===== config.mk =====
export PLATFORM = sky130hd
export DESIGN_NAME = tcg_timer
export DESIGN_NICKNAME = d
export VERILOG_FILES = /design/src/rtl/tcg_pkg.sv /design/src/rtl/tcg_timer.sv
export SDC_FILE = /design/constraint.sdc
export NUM_CORES = 1
export LEC_CHECK = 0
export ABC_CLOCK_PERIOD_IN_PS = 4400
export BUFFER_PORTS_ARGS = -buffer_cell sky130_fd_sc_hd__buf_2
export CORE_UTILIZATION = 55
export DETAILED_ROUTE_END_ITERATION = 8
export GPL_TIMING_DRIVEN = 0
export PLACE_DENSITY = 0.78
export SLEW_MARGIN = 20
export SYNTH_ARGS = -nofsm -noshare
export SYNTH_HDL_FRONTEND = slang
export SYNTH_SLANG_ARGS = --single-unit

===== constraint.sdc =====
create_clock -name clk_in -period 4.4 [get_ports clk_in]
set_clock_uncertainty 0.15 [all_clocks]
set_input_delay 0.66 -clock clk_in [delete_from_list [all_inputs] [get_ports clk_in]]
set_output_delay 0.66 -clock clk_in [all_outputs]
set_load 0.03 [all_outputs]

===== src/rtl/tcg_pkg.sv =====
// package: constants, register layouts and modes of the capture/compare/gated timer
package tcg_pkg;

    // register byte offsets on the apb bus
    localparam logic [7:0] TCG_OFS_CTL0    = 8'h00;
    localparam logic [7:0] TCG_OFS_CTL1    = 8'h04;
    localparam logic [7:0] TCG_OFS_COUNT   = 8'h08;
    localparam logic [7:0] TCG_OFS_RELOAD  = 8'h0C;
    localparam logic [7:0] TCG_OFS_CAPTURE = 8'h10;
    localparam logic [7:0] TCG_OFS_STATUS  = 8'h14;

    // counter values with a fixed meaning
    localparam logic [15:0] TCG_RESTART_VALUE = 16'h0001;
    localparam logic [15:0] TCG_COUNT_RESET   = 16'h0000;
    localparam logic [15:0] TCG_RELOAD_RESET  = 16'hFFFF;
    localparam logic [15:0] TCG_CAPTURE_RESET = 16'h0000;

    // four-bit mode code: upper bit in control zero, low three bits in control one
    localparam logic [3:0] TCG_MODE_CAPTURE = 4'h4;
    localparam logic [3:0] TCG_MODE_COMPARE = 4'h5;
    localparam logic [3:0] TCG_MODE_GATED   = 4'h6;
    localparam logic [3:0] TCG_MODE_RESTART = 4'hC;

    // interrupt source select codes
    localparam logic [1:0] TCG_IRQ_BOTH    = 2'h0;
    localparam logic [1:0] TCG_IRQ_RELOAD  = 2'h1;
    localparam logic [1:0] TCG_IRQ_CAPTURE = 2'h2;
    localparam logic [1:0] TCG_IRQ_BOTH_B  = 2'h3;

    // control zero register: bit 0 upper mode bit, bits 2:1 irq source, bit 3 cause flag, bit 4 output enable
    typedef struct packed {
        logic       out_enable;
        logic       capture_cause_flag;
        logic [1:0] irq_source_select;
        logic       mode_hi;
    } tcg_ctl0_t;

    // control one register: bit 7 enable, bit 6 polarity, bits 5:3 prescale, bits 2:0 mode low
    typedef struct packed {
        logic       enable;
        logic       input_polarity_bit;
        logic [2:0] prescale;
        logic [2:0] mode_lo;
    } tcg_ctl1_t;

    localparam tcg_ctl0_t TCG_CTL0_RESET = 5'h00;
    localparam tcg_ctl1_t TCG_CTL1_RESET = 8'h00;

    localparam int unsigned TCG_CTL0_WIDTH = 5;
    localparam int unsigned TCG_CTL1_WIDTH = 8;

    typedef enum logic [2:0] {
        TCG_RUN_OFF,
        TCG_RUN_CAPTURE,
        TCG_RUN_RESTART,
        TCG_RUN_COMPARE,
        TCG_RUN_GATED
    } tcg_run_t;

endpackage : tcg_pkg


===== src/rtl/tcg_timer.sv =====
// module: 16-bit timer with capture, capture-restart, compare and gated modes behind an apb slave
//
// Implementation choices: the APB slave port and the register offsets.
`timescale 1ns/1ps
`default_nettype none

module tcg_timer
    import tcg_pkg::*;
#(
    parameter int unsigned COUNT_WIDTH = 16
) (
    input  wire logic        clk_in,
    input  wire logic        srst_in,
    input  wire logic        psel_in,
    input  wire logic        penable_in,
    input  wire logic        pwrite_in,
    input  wire logic [7:0]  paddr_in,
    input  wire logic [31:0] pwdata_in,
    input  wire logic [3:0]  pstrb_in,
    output logic      [31:0] prdata_out,
    output logic             pready_out,
    output logic             pslverr_out,
    input  wire logic        timer_in_in,
    output logic             timer_out_out,
    output logic             timer_irq_out
);

    localparam logic [COUNT_WIDTH-1:0] ONE_VALUE = COUNT_WIDTH'(TCG_RESTART_VALUE);

    // register state
    tcg_ctl0_t               ctl0_reg;
    tcg_ctl1_t               ctl1_reg;
    logic [COUNT_WIDTH-1:0]  count_reg;
    logic [COUNT_WIDTH-1:0]  reload_reg;
    logic [COUNT_WIDTH-1:0]  capture_reg;
    logic [7:0]              pre_cnt_reg;
    logic                    in_meta_reg;
    logic                    in_sync_reg;
    logic                    in_prev_reg;
    logic                    tout_reg;
    logic                    irq_reg;
    logic                    enable_prev_reg;
    logic [31:0]             prdata_reg;
    logic                    pready_reg;
    logic                    pslverr_reg;

    // apb decode
    logic                    apb_setup;
    logic                    apb_write;
    logic                    addr_hit;
    logic [31:0]             read_word;
    logic                    lane_lo;
    logic                    lane_hi;

    // timer events
    tcg_run_t                run_mode;
    logic [3:0]              mode_code;
    logic [7:0]              pre_mask;
    logic                    tick;
    logic                    in_active;
    logic                    in_prev_active;
    logic                    cap_edge;
    logic                    cap_event;
    logic                    match;
    logic                    reload_event;
    logic                    gate_drop;
    logic                    irq_from_cap;
    logic                    irq_from_reload;
    logic [COUNT_WIDTH-1:0]  count_next;

    // ---------------- apb slave ----------------
    assign apb_setup = psel_in && !penable_in && !pready_reg;
    // a write lands only on the access edge where ready is seen high
    assign apb_write = psel_in && penable_in && pready_reg && pwrite_in;
    assign lane_lo   = pstrb_in[0];
    assign lane_hi   = pstrb_in[1];

    always_comb begin
        addr_hit  = 1'b1;
        read_word = 32'h0000_0000;
        unique case (paddr_in)
            TCG_OFS_CTL0:    read_word[TCG_CTL0_WIDTH-1:0] = ctl0_reg;
            TCG_OFS_CTL1:    read_word[TCG_CTL1_WIDTH-1:0] = ctl1_reg;
            TCG_OFS_COUNT:   read_word[COUNT_WIDTH-1:0]    = count_reg;
            TCG_OFS_RELOAD:  read_word[COUNT_WIDTH-1:0]    = reload_reg;
            TCG_OFS_CAPTURE: read_word[COUNT_WIDTH-1:0]    = capture_reg;
            TCG_OFS_STATUS:  read_word[1:0]                = {tout_reg, in_sync_reg};
            default:         addr_hit                      = 1'b0;
        endcase
    end

    // one wait-free access phase: answer is prepared during setup
    always_ff @(posedge clk_in) begin
        if (srst_in) begin
            pready_reg  <= 1'b0;
            prdata_reg  <= 32'h0000_0000;
            pslverr_reg <= 1'b0;
        end else begin
            pready_reg  <= apb_setup;
            pslverr_reg <= apb_setup && !addr_hit;
            if (apb_setup && !pwrite_in) begin
                prdata_reg <= read_word;
            end else if (!apb_setup) begin
                prdata_reg <= 32'h0000_0000;
            end
        end
    end

    // ---------------- input synchroniser ----------------
    always_ff @(posedge clk_in) begin
        if (srst_in) begin
            in_meta_reg <= 1'b0;
            in_sync_reg <= 1'b0;
            in_prev_reg <= 1'b0;
        end else begin
            in_meta_reg <= timer_in_in;
            in_sync_reg <= in_meta_reg;
            in_prev_reg <= in_sync_reg;
        end
    end

    // ---------------- mode decode ----------------
    assign mode_code = {ctl0_reg.mode_hi, ctl1_reg.mode_lo};

    always_comb begin
        run_mode = TCG_RUN_OFF;
        if (ctl1_reg.enable) begin
            if (mode_code == TCG_MODE_CAPTURE) begin
                run_mode = TCG_RUN_CAPTURE;
            end else if (mode_code == TCG_MODE_RESTART) begin
                run_mode = TCG_RUN_RESTART;
            end else if (mode_code == TCG_MODE_COMPARE) begin
                run_mode = TCG_RUN_COMPARE;
            end else if (mode_code == TCG_MODE_GATED) begin
                run_mode = TCG_RUN_GATED;
            end
        end
    end

    // ---------------- prescaler ----------------
    // divide by 2**prescale; unknown mode codes leave the timer idle
    assign pre_mask = 8'((9'h001 << ctl1_reg.prescale) - 9'h001);
    assign tick     = (run_mode != TCG_RUN_OFF) && ((pre_cnt_reg & pre_mask) == pre_mask);

    always_ff @(posedge clk_in) begin
        if (srst_in) begin
            pre_cnt_reg <= 8'h00;
        end else if (run_mode == TCG_RUN_OFF) begin
            pre_cnt_reg <= 8'h00;
        end else begin
            pre_cnt_reg <= pre_cnt_reg + 8'h01;
        end
    end

    // ---------------- event detection ----------------
    // polarity 1: rising edge captures and high level gates; polarity 0: the opposite
    assign in_active      = (in_sync_reg == ctl1_reg.input_polarity_bit);
    assign in_prev_active = (in_prev_reg == ctl1_reg.input_polarity_bit);
    assign cap_edge       = in_active && !in_prev_active;
    assign cap_event      = cap_edge && ((run_mode == TCG_RUN_CAPTURE) || (run_mode == TCG_RUN_RESTART));
    assign gate_drop      = (run_mode == TCG_RUN_GATED) && in_prev_active && !in_active;

    // match is taken on a counting tick only, so a stalled gate never repeats it
    assign match          = tick && (count_reg == reload_reg) &&
                            ((run_mode != TCG_RUN_GATED) || in_active);
    assign reload_event   = match;

    always_comb begin
        irq_from_cap    = 1'b0;
        irq_from_reload = 1'b0;
        unique case (ctl0_reg.irq_source_select)
            TCG_IRQ_BOTH,
            TCG_IRQ_BOTH_B: begin
                irq_from_cap    = 1'b1;
                irq_from_reload = 1'b1;
            end
            TCG_IRQ_RELOAD: begin
                irq_from_reload = 1'b1;
            end
            TCG_IRQ_CAPTURE: begin
                irq_from_cap    = 1'b1;
            end
        endcase
    end

    // ---------------- counter ----------------
    always_comb begin
        count_next = count_reg;
        unique case (run_mode)
            TCG_RUN_CAPTURE: begin
                if (tick) begin
                    count_next = count_reg + ONE_VALUE;
                end
            end
            TCG_RUN_RESTART: begin
                if (cap_event || match) begin
                    count_next = ONE_VALUE;
                end else if (tick) begin
                    count_next = count_reg + ONE_VALUE;
                end
            end
            TCG_RUN_COMPARE: begin
                if (tick) begin
                    count_next = count_reg + ONE_VALUE;
                end
            end
            TCG_RUN_GATED: begin
                if (match) begin
                    count_next = ONE_VALUE;
                end else if (tick && in_active) begin
                    count_next = count_reg + ONE_VALUE;
                end
            end
            TCG_RUN_OFF: begin
                count_next = count_reg;
            end
        endcase
    end

    // software write wins; it is only meant to happen while disabled
    always_ff @(posedge clk_in) begin
        if (srst_in) begin
            count_reg <= COUNT_WIDTH'(TCG_COUNT_RESET);
        end else if (apb_write && (paddr_in == TCG_OFS_COUNT)) begin
            if (lane_lo) begin
                count_reg[7:0] <= pwdata_in[7:0];
            end
            if (lane_hi) begin
                count_reg[COUNT_WIDTH-1:8] <= pwdata_in[COUNT_WIDTH-1:8];
            end
        end else begin
            count_reg <= count_next;
        end
    end

    always_ff @(posedge clk_in) begin
        if (srst_in) begin
            reload_reg <= COUNT_WIDTH'(TCG_RELOAD_RESET);
        end else if (apb_write && (paddr_in == TCG_OFS_RELOAD)) begin
            if (lane_lo) begin
                reload_reg[7:0] <= pwdata_in[7:0];
            end
            if (lane_hi) begin
                reload_reg[COUNT_WIDTH-1:8] <= pwdata_in[COUNT_WIDTH-1:8];
            end
        end
    end

    // ---------------- capture pair ----------------
    // hardware capture wins over a software preset in the same cycle
    always_ff @(posedge clk_in) begin
        if (srst_in) begin
            capture_reg <= COUNT_WIDTH'(TCG_CAPTURE_RESET);
        end else if (cap_event) begin
            capture_reg <= count_reg;
        end else if (apb_write && (paddr_in == TCG_OFS_CAPTURE)) begin
            if (lane_lo) begin
                capture_reg[7:0] <= pwdata_in[7:0];
            end
            if (lane_hi) begin
                capture_reg[COUNT_WIDTH-1:8] <= pwdata_in[COUNT_WIDTH-1:8];
            end
        end
    end

    // ---------------- control registers ----------------
    always_ff @(posedge clk_in) begin
        if (srst_in) begin
            ctl1_reg <= TCG_CTL1_RESET;
        end else if (apb_write && (paddr_in == TCG_OFS_CTL1) && lane_lo) begin
            ctl1_reg <= pwdata_in[TCG_CTL1_WIDTH-1:0];
        end
    end

    always_ff @(posedge clk_in) begin
        if (srst_in) begin
            ctl0_reg <= TCG_CTL0_RESET;
        end else begin
            if (apb_write && (paddr_in == TCG_OFS_CTL0) && lane_lo) begin
                ctl0_reg.out_enable        <= pwdata_in[4];
                ctl0_reg.irq_source_select <= pwdata_in[2:1];
                ctl0_reg.mode_hi           <= pwdata_in[0];
                if (!pwdata_in[3]) begin
                    ctl0_reg.capture_cause_flag <= 1'b0;
                end
            end
            // capture beats both a software clear and a same-cycle reload
            if (cap_event) begin
                ctl0_reg.capture_cause_flag <= 1'b1;
            end else if (reload_event &&
                         ((run_mode == TCG_RUN_CAPTURE) || (run_mode == TCG_RUN_RESTART))) begin
                ctl0_reg.capture_cause_flag <= 1'b0;
            end
        end
    end

    // ---------------- timer output ----------------
    always_ff @(posedge clk_in) begin
        if (srst_in) begin
            enable_prev_reg <= 1'b0;
        end else begin
            enable_prev_reg <= ctl1_reg.enable;
        end
    end

    // while stopped the output rests at the polarity level
    always_ff @(posedge clk_in) begin
        if (srst_in) begin
            tout_reg <= 1'b0;
        end else if (!ctl1_reg.enable || !enable_prev_reg) begin
            tout_reg <= ctl1_reg.input_polarity_bit;
        end else if (ctl0_reg.out_enable && match &&
                     ((run_mode == TCG_RUN_COMPARE) || (run_mode == TCG_RUN_GATED))) begin
            tout_reg <= !tout_reg;
        end
    end

    // ---------------- interrupt pulse ----------------
    // one-cycle pulse; the system interrupt controller is expected to latch it
    always_ff @(posedge clk_in) begin
        if (srst_in) begin
            irq_reg <= 1'b0;
        end else begin
            irq_reg <= (irq_from_cap && (cap_event || gate_drop)) ||
                       (irq_from_reload && reload_event);
        end
    end

    // a gated-mode deassert shows as an input-capture class event for source selection
    assign prdata_out    = prdata_reg;
    assign pready_out    = pready_reg;
    assign pslverr_out   = pslverr_reg;
    assign timer_out_out = tout_reg;
    assign timer_irq_out = irq_reg;

endmodule // tcg_timer

`default_nettype wire


==> flow_metrics.tcl, run 1 <==
set metrics [dict create \
    synth.avg_cell_area_um2 8.64 \
    clk_pin_slew_ns 0.10 \
    crit_start "ctl1_reg[4]" \
    vdd_drop_max_v 0.000218 \
    outcome "finished clean" \
    die_x_um 103 \
    crit_path_max_fanout 10 \
    r2r_slack_ns 1.05 \
    cp_cell_sequence "buf_2 -> or3_1 -> ha_1 -> nor2b_1 -> o41ai_4 -> and3b_4 -> nand4_4 -> a21o_4 -> buf_8 -> o221ai_2 -> a2111oi_2" \
    root_buffer "clkbuf_8" \
    cts_setup_buffers 0 \
    finalHoldViolations 0 \
    synthArstFlopShare 0 \
    grt_use_total 0.324 \
    crit_path_end_kind "flip-flop" \
    grt_antenna_before_repair 0 \
    routedWlPerCell_um 19.0 \
    drt-pass1-iter-count 7 \
    dp_slack_ns 1.10 \
    p_leak_nw 2.27 \
    synth_commonest_cells "nor2_1 (98), dfxtp_1 (92), mux2i_1 (44)" \
    viasPerCell 6.14 \
    ys_dominant_reg_cell "dfxtp_1" \
    final.setup.tns_ns 0 \
    clock_latency_ns 0.38 \
    grt_pass1_vias 5011 \
    cts_buffers 9 \
    grt_pass1_wl_um 25500 \
    yosys_warnings 0 \
    worstPathArrival_ns 3.48 \
    gr-total-overflow 0 \
    io_pins 86 \
    power_density_nw_per_um2 242 \
    drc 0 \
    die-area_um2 10600 \
    cts_tree "yes" \
    crit-reg2reg-launch "ctl1_reg[4]" \
    yosysTopAreaCellShare 0.330 \
    areaGrowthSynthToFinish_pct 11.7 \
    r2r_end "count_reg[2]" \
    ys_seq_area_frac 0.330 \
    cts_hold_buffers 0 \
    met3_usage 0.0603 \
    fin_crit_ns 3.35 \
    start_kind "flip-flop" \
    synth_edf_count 0 \
    path_delay_family "compound AO/OA/AOI/OAI gates" \
    htreeDepth 3 \
    criticalPathCategory "reg -> reg" \
    netlist_area_um2 5580 \
    required_ns 4.53 \
    power_mw 1.51 \
    maxCapViolCount 0 \
    hold-path-endpoint "in_sync_reg" \
    setup_slack_ns 1.05 \
    synthCells 646 \
    fill_cells 869 \
    synth_largest_area_cell "dfxtp_1" \
    min_period_over_period 0.761 \
    drive_gt1_frac 0.186 \
    relSlewSlack 0.432 \
    cpPeakStageDelay_ns 0.53 \
    grt_max_degree 17 \
    cp_num_buf_inv 2 \
    finalSetupViolCount 0 \
    die_h_um 103 \
    use_met1 0.414 \
    gp_congestion 0.965 \
    grt_busiest_layer "met2" \
    hp-start "in_meta_reg" \
    holdPathStages 1 \
    tightest_slew_ns 0.852 \
    first_iter_violations 437 \
    num-nets-final 774 \
    synth.distinct_cells 79 \
    clock.fmax_ghz 0.299 \
    rsz0062_at_grt "false" \
    final_area_um2 6240 \
    cts_buffer_depth 2 \
    ant_nets 0 \
    crit_slowest_cell "o41ai_4" \
    ff2ff_path_depth 11 \
    yosysMostFrequentCell "nor2_1" \
    dp_hpwl_um 12300 \
    min_path_type "reg -> reg" \
    core_area_um2 9820 \
    netlist_top_cells_area "dfxtp_1 (33%), mux2i_1 (7.9%), nor2_1 (6.6%), xnor2_1 (3.8%), nor2b_1 (3.0%)" \
    met2_usage 0.518 \
    portBuffers 49 \
    cts_resized 0 \
    row_count 36 \
    fin_util 0.635 \
    synth-seq-cells 92 \
    vias 5271 \
    clock-sinks 92 \
    antenna_cells 0 \
    dpl_cell_area_um2 6050 \
    wl_um 16400 \
    floorplan.initialDensity 0.569 \
    finalMaxSlewViolations 0 \
]
## how the worst max path moves through the flow
stage	endpoint	cells after the start
floorplan	count_reg[2]	11
global placement	count_reg[2]	11
detailed placement	count_reg[2]	11
CTS	count_reg[2]	11
global route	count_reg[6]	11
finish	count_reg[2]	11
## layout make-up
type                    count  area, um2  area share
multi-input cells         490       3390       0.543
flip-flops and latches     92       1840       0.295
plain buffers              69        373      0.0598
repair buffers             49        245      0.0393
well taps                 133        166      0.0267
clock buffers              10        138      0.0221
clock inverters             6       47.5     0.00762
inverters                  10       37.5     0.00602
## cells in the final DEF, fill, tap and decap left out, types with 14 or more instances in the layout
cell	count
nor2_1	98
a21oi_1	31
nand2_1	22
conb_1	16
dfxtp_1	92
mux2i_1	44
buf_2	62
nor2b_1	27
a211oi_1	19
a211o_1	16
clkbuf_1	29
nand3_1	14
buf_4	17
xnor2_1	24
## where the power goes
group,switching [mW],internal (mW)
Sequential,0.00123,0.834
Combinational,0.0822,0.0393
Clock,0.329,0.226
## worst register-to-register path: cells and delay by family (launching register included)
family	cells	cell delay, ns
simple gates	4	1.01
fa+ha+maj	1	0.25
flops	1	0.32
buf+inv	2	0.34
compound gates	4	1.18
## logic make-up after synthesis
| kind of cell | after synthesis | synth area share |
|---|---|---|
| xor gates and xnor gates | 32 | 0.0502 |
| AOI/OAI and AO/OA | 153 | 0.217 |
| adders and majority gates | 4 | 0.00852 |
| buffers and inverters | 79 | 0.0735 |
| other | 1 | 0.000672 |
| DFF | 92 | 0.330 |
| and+or+nand+nor | 238 | 0.231 |
| muxes | 47 | 0.0890 |
## metal layers
metal / part of all wire / wire (um)
met1: 0.42 / 6900
met4: 0.042 / 691
met3: 0.073 / 1200
met5: 0 / 0
met2: 0.46 / 7570
## per-stage QoR
stage | instances | hold WS [ns]
6_report | 859 | 0.307
5_1_grt | 859 | 0.337
4_1_cts | 859 | 0.306
3_5_place_dp | 843 | 0.294
3_3_place_gp | 843 | 0.270
2_1_floorplan | 661 | 0.264
No activity file was read; power rests on OpenSTA's default activity.
==> run 2: changes to the inputs <==
--- a/config.mk
+++ b/config.mk
@@ -5,12 +5,12 @@
 export SDC_FILE = /design/constraint.sdc
 export NUM_CORES = 1
 export LEC_CHECK = 0
-export ABC_CLOCK_PERIOD_IN_PS = 4400
+export ABC_CLOCK_PERIOD_IN_PS = 3000
 export BUFFER_PORTS_ARGS = -buffer_cell sky130_fd_sc_hd__buf_2
-export CORE_UTILIZATION = 55
+export CORE_UTILIZATION = 52
 export DETAILED_ROUTE_END_ITERATION = 8
 export GPL_TIMING_DRIVEN = 0
-export PLACE_DENSITY = 0.78
+export PLACE_DENSITY = 0.77
 export SLEW_MARGIN = 20
 export SYNTH_ARGS = -nofsm -noshare
 export SYNTH_HDL_FRONTEND = slang
==> constraint.sdc (replaced) <==
create_clock -name clk_in -period 3 [get_ports clk_in]
set_clock_uncertainty 0.15 [all_clocks]
set_input_delay 0.45 -clock clk_in [delete_from_list [all_inputs] [get_ports clk_in]]
set_output_delay 0.45 -clock clk_in [all_outputs]
set_load 0.03 [all_outputs]
==> flow_metrics.tcl, run 2 (synthesized netlist as in run 1, its figures left out) <==
set metrics [dict create \
    num-nets-final 784 \
    min_path_type "in -> reg" \
    start_kind "flip-flop" \
    die_h_um 106 \
    wl_um 16100 \
    layout_commonest_cell "nor2_1" \
    grt_pass1_vias 5061 \
    gp_congestion 0.933 \
    fill_cells 930 \
    power_mw 2.17 \
    tightest_slew_ns 0.835 \
    p_int_mw 1.60 \
    clkPwrFrac 0.355 \
    drt-pass1-iter-count 5 \
    cts_buffers 9 \
    die_x_um 106 \
    viasPerCell 6.00 \
    grt_antenna_before_repair 0 \
    finalSetupViolCount 0 \
    cp_num_buf_inv 2 \
    cp_cell_sequence "buf_8 -> or3_4 -> ha_4 -> nor2_4 -> o32ai_4 -> and3b_4 -> nand2_4 -> buf_6 -> a211oi_2 -> o221ai_2 -> a2111oi_2" \
    rsz0062_at_grt "true" \
    final.setup.tns_ns 0 \
    row_count 37 \
    pwr-share-comb 0.082 \
    routedWlPerCell_um 18.5 \
    cts_tree "yes" \
    clock-sinks 92 \
    required_ns 3.12 \
    drc 0 \
    gr-total-overflow 0 \
    seqPwrFrac 0.564 \
    finalMaxSlewViolations 0 \
    switching_share 0.262 \
    core_area_um2 10400 \
    clock_latency_ns 0.37 \
    crit_path_end_kind "flip-flop" \
    first_iter_violations 487 \
    vias 5223 \
    path_delay_family "compound AO/OA/AOI/OAI gates" \
    worstPathArrival_ns 3.05 \
    htreeDepth 3 \
    layout_common_cells "nor2_1 (96), dfxtp_1 (90), buf_2 (60), mux2i_1 (44)" \
    fin_crit_ns 2.94 \
    root_buffer "clkbuf_8" \
    clk_pin_slew_ns 0.09 \
    maxCapViolCount 0 \
    areaGrowthSynthToFinish_pct 14.8 \
    io_pins 86 \
    p_leak_nw 2.31 \
    portBuffers 49 \
    path_depth 11 \
    floorplan.initialDensity 0.538 \
    power_density_nw_per_um2 339 \
    ff2ff_path_depth 11 \
    relSlewSlack 0.443 \
    drive_gt1_frac 0.211 \
    grt_max_degree 15 \
    crit_slowest_cell "dfxtp_4" \
    vdd_drop_max_v 0.000253 \
    placed_cells 846 \
    grt_pass1_wl_um 25800 \
    switchingPower_mw 0.569 \
    fin_cells 871 \
    min_period_over_period 0.980 \
    crit_path_max_fanout 7 \
    outcome "finished clean" \
    clock.fmax_ghz 0.340 \
    criticalPathCategory "reg -> reg" \
    cts_buffer_depth 2 \
    cpPeakStageDelay_ns 0.37 \
    ant_nets 0 \
    dp_hpwl_um 12100 \
    holdPathStages 2 \
    antenna_cells 0 \
    grt_use_total 0.297 \
    finalHoldViolations 0 \
    die-area_um2 11200 \
]
run 2: what timing repair did:
item,in CTS,in global routing
gates resized for setup,7,23
pin swaps,4,15
endpoints found under the hold margin,0,0
hold buffers,0,0
setup buffers,3,7
setup endpoints to repair,17,10
run 2: power by group through the flow:
stage | Combinational (mW) | Sequential [mW] | Clock [mW]
after global routing | 0.187 | 1.22 | 0.816
after floorplan | 0.107 | 1.26 | 0
after CTS | 0.173 | 1.22 | 0.779
after detailed placement | 0.173 | 1.25 | 0
after global placement | 0.171 | 1.25 | 0
final | 0.177 | 1.22 | 0.770
run 2: through the flow:
stage | hold slack (ns) | setup slack [ns] | utilization | instance area (um2)
floorplan | 0.264 | 0.0386 | - | 5640
global route | 0.137 | -0.0338 | 0.618 | 6410
CTS | 0.118 | -0.000175 | 0.604 | 6270
detailed placement | 0.284 | -0.316 | 0.584 | 6050
finish | 0.136 | 0.0610 | 0.618 | 6410
global placement | 0.283 | -0.264 | 0.584 | 6050
run 2: area by class of cell:
cell class	count	area, um2	area share
Buffer	69	389	0.0607
Sequential cell	92	1850	0.288
Tap cell	136	170	0.0266
Timing Repair Buffer	59	320	0.0500
Clock buffer	12	145	0.0227
Clock inverter	3	23.8	0.00371
Inverter	10	37.5	0.00586
Multi-Input combinational cell	490	3470	0.542
run 2: path summary, 6_finish.rpt:
path          startpoint           end  slack (ns)
min          timer_in_in   in_meta_reg        0.14
max          ctl1_reg[5]  count_reg[5]        0.06
max reg2reg  ctl1_reg[5]  count_reg[5]        0.06
min reg2reg  in_meta_reg   in_sync_reg        0.30
run 2: per-layer routing:
layer / vias up / track usage / part of all wire
met1: 2463 / 0.380 / 0.43
met4: 0 / 0.159 / 0.036
li1: 2478 / - / -
met2: 236 / 0.484 / 0.47
met3: 46 / 0.0421 / 0.068
met5: - / 0 / 0
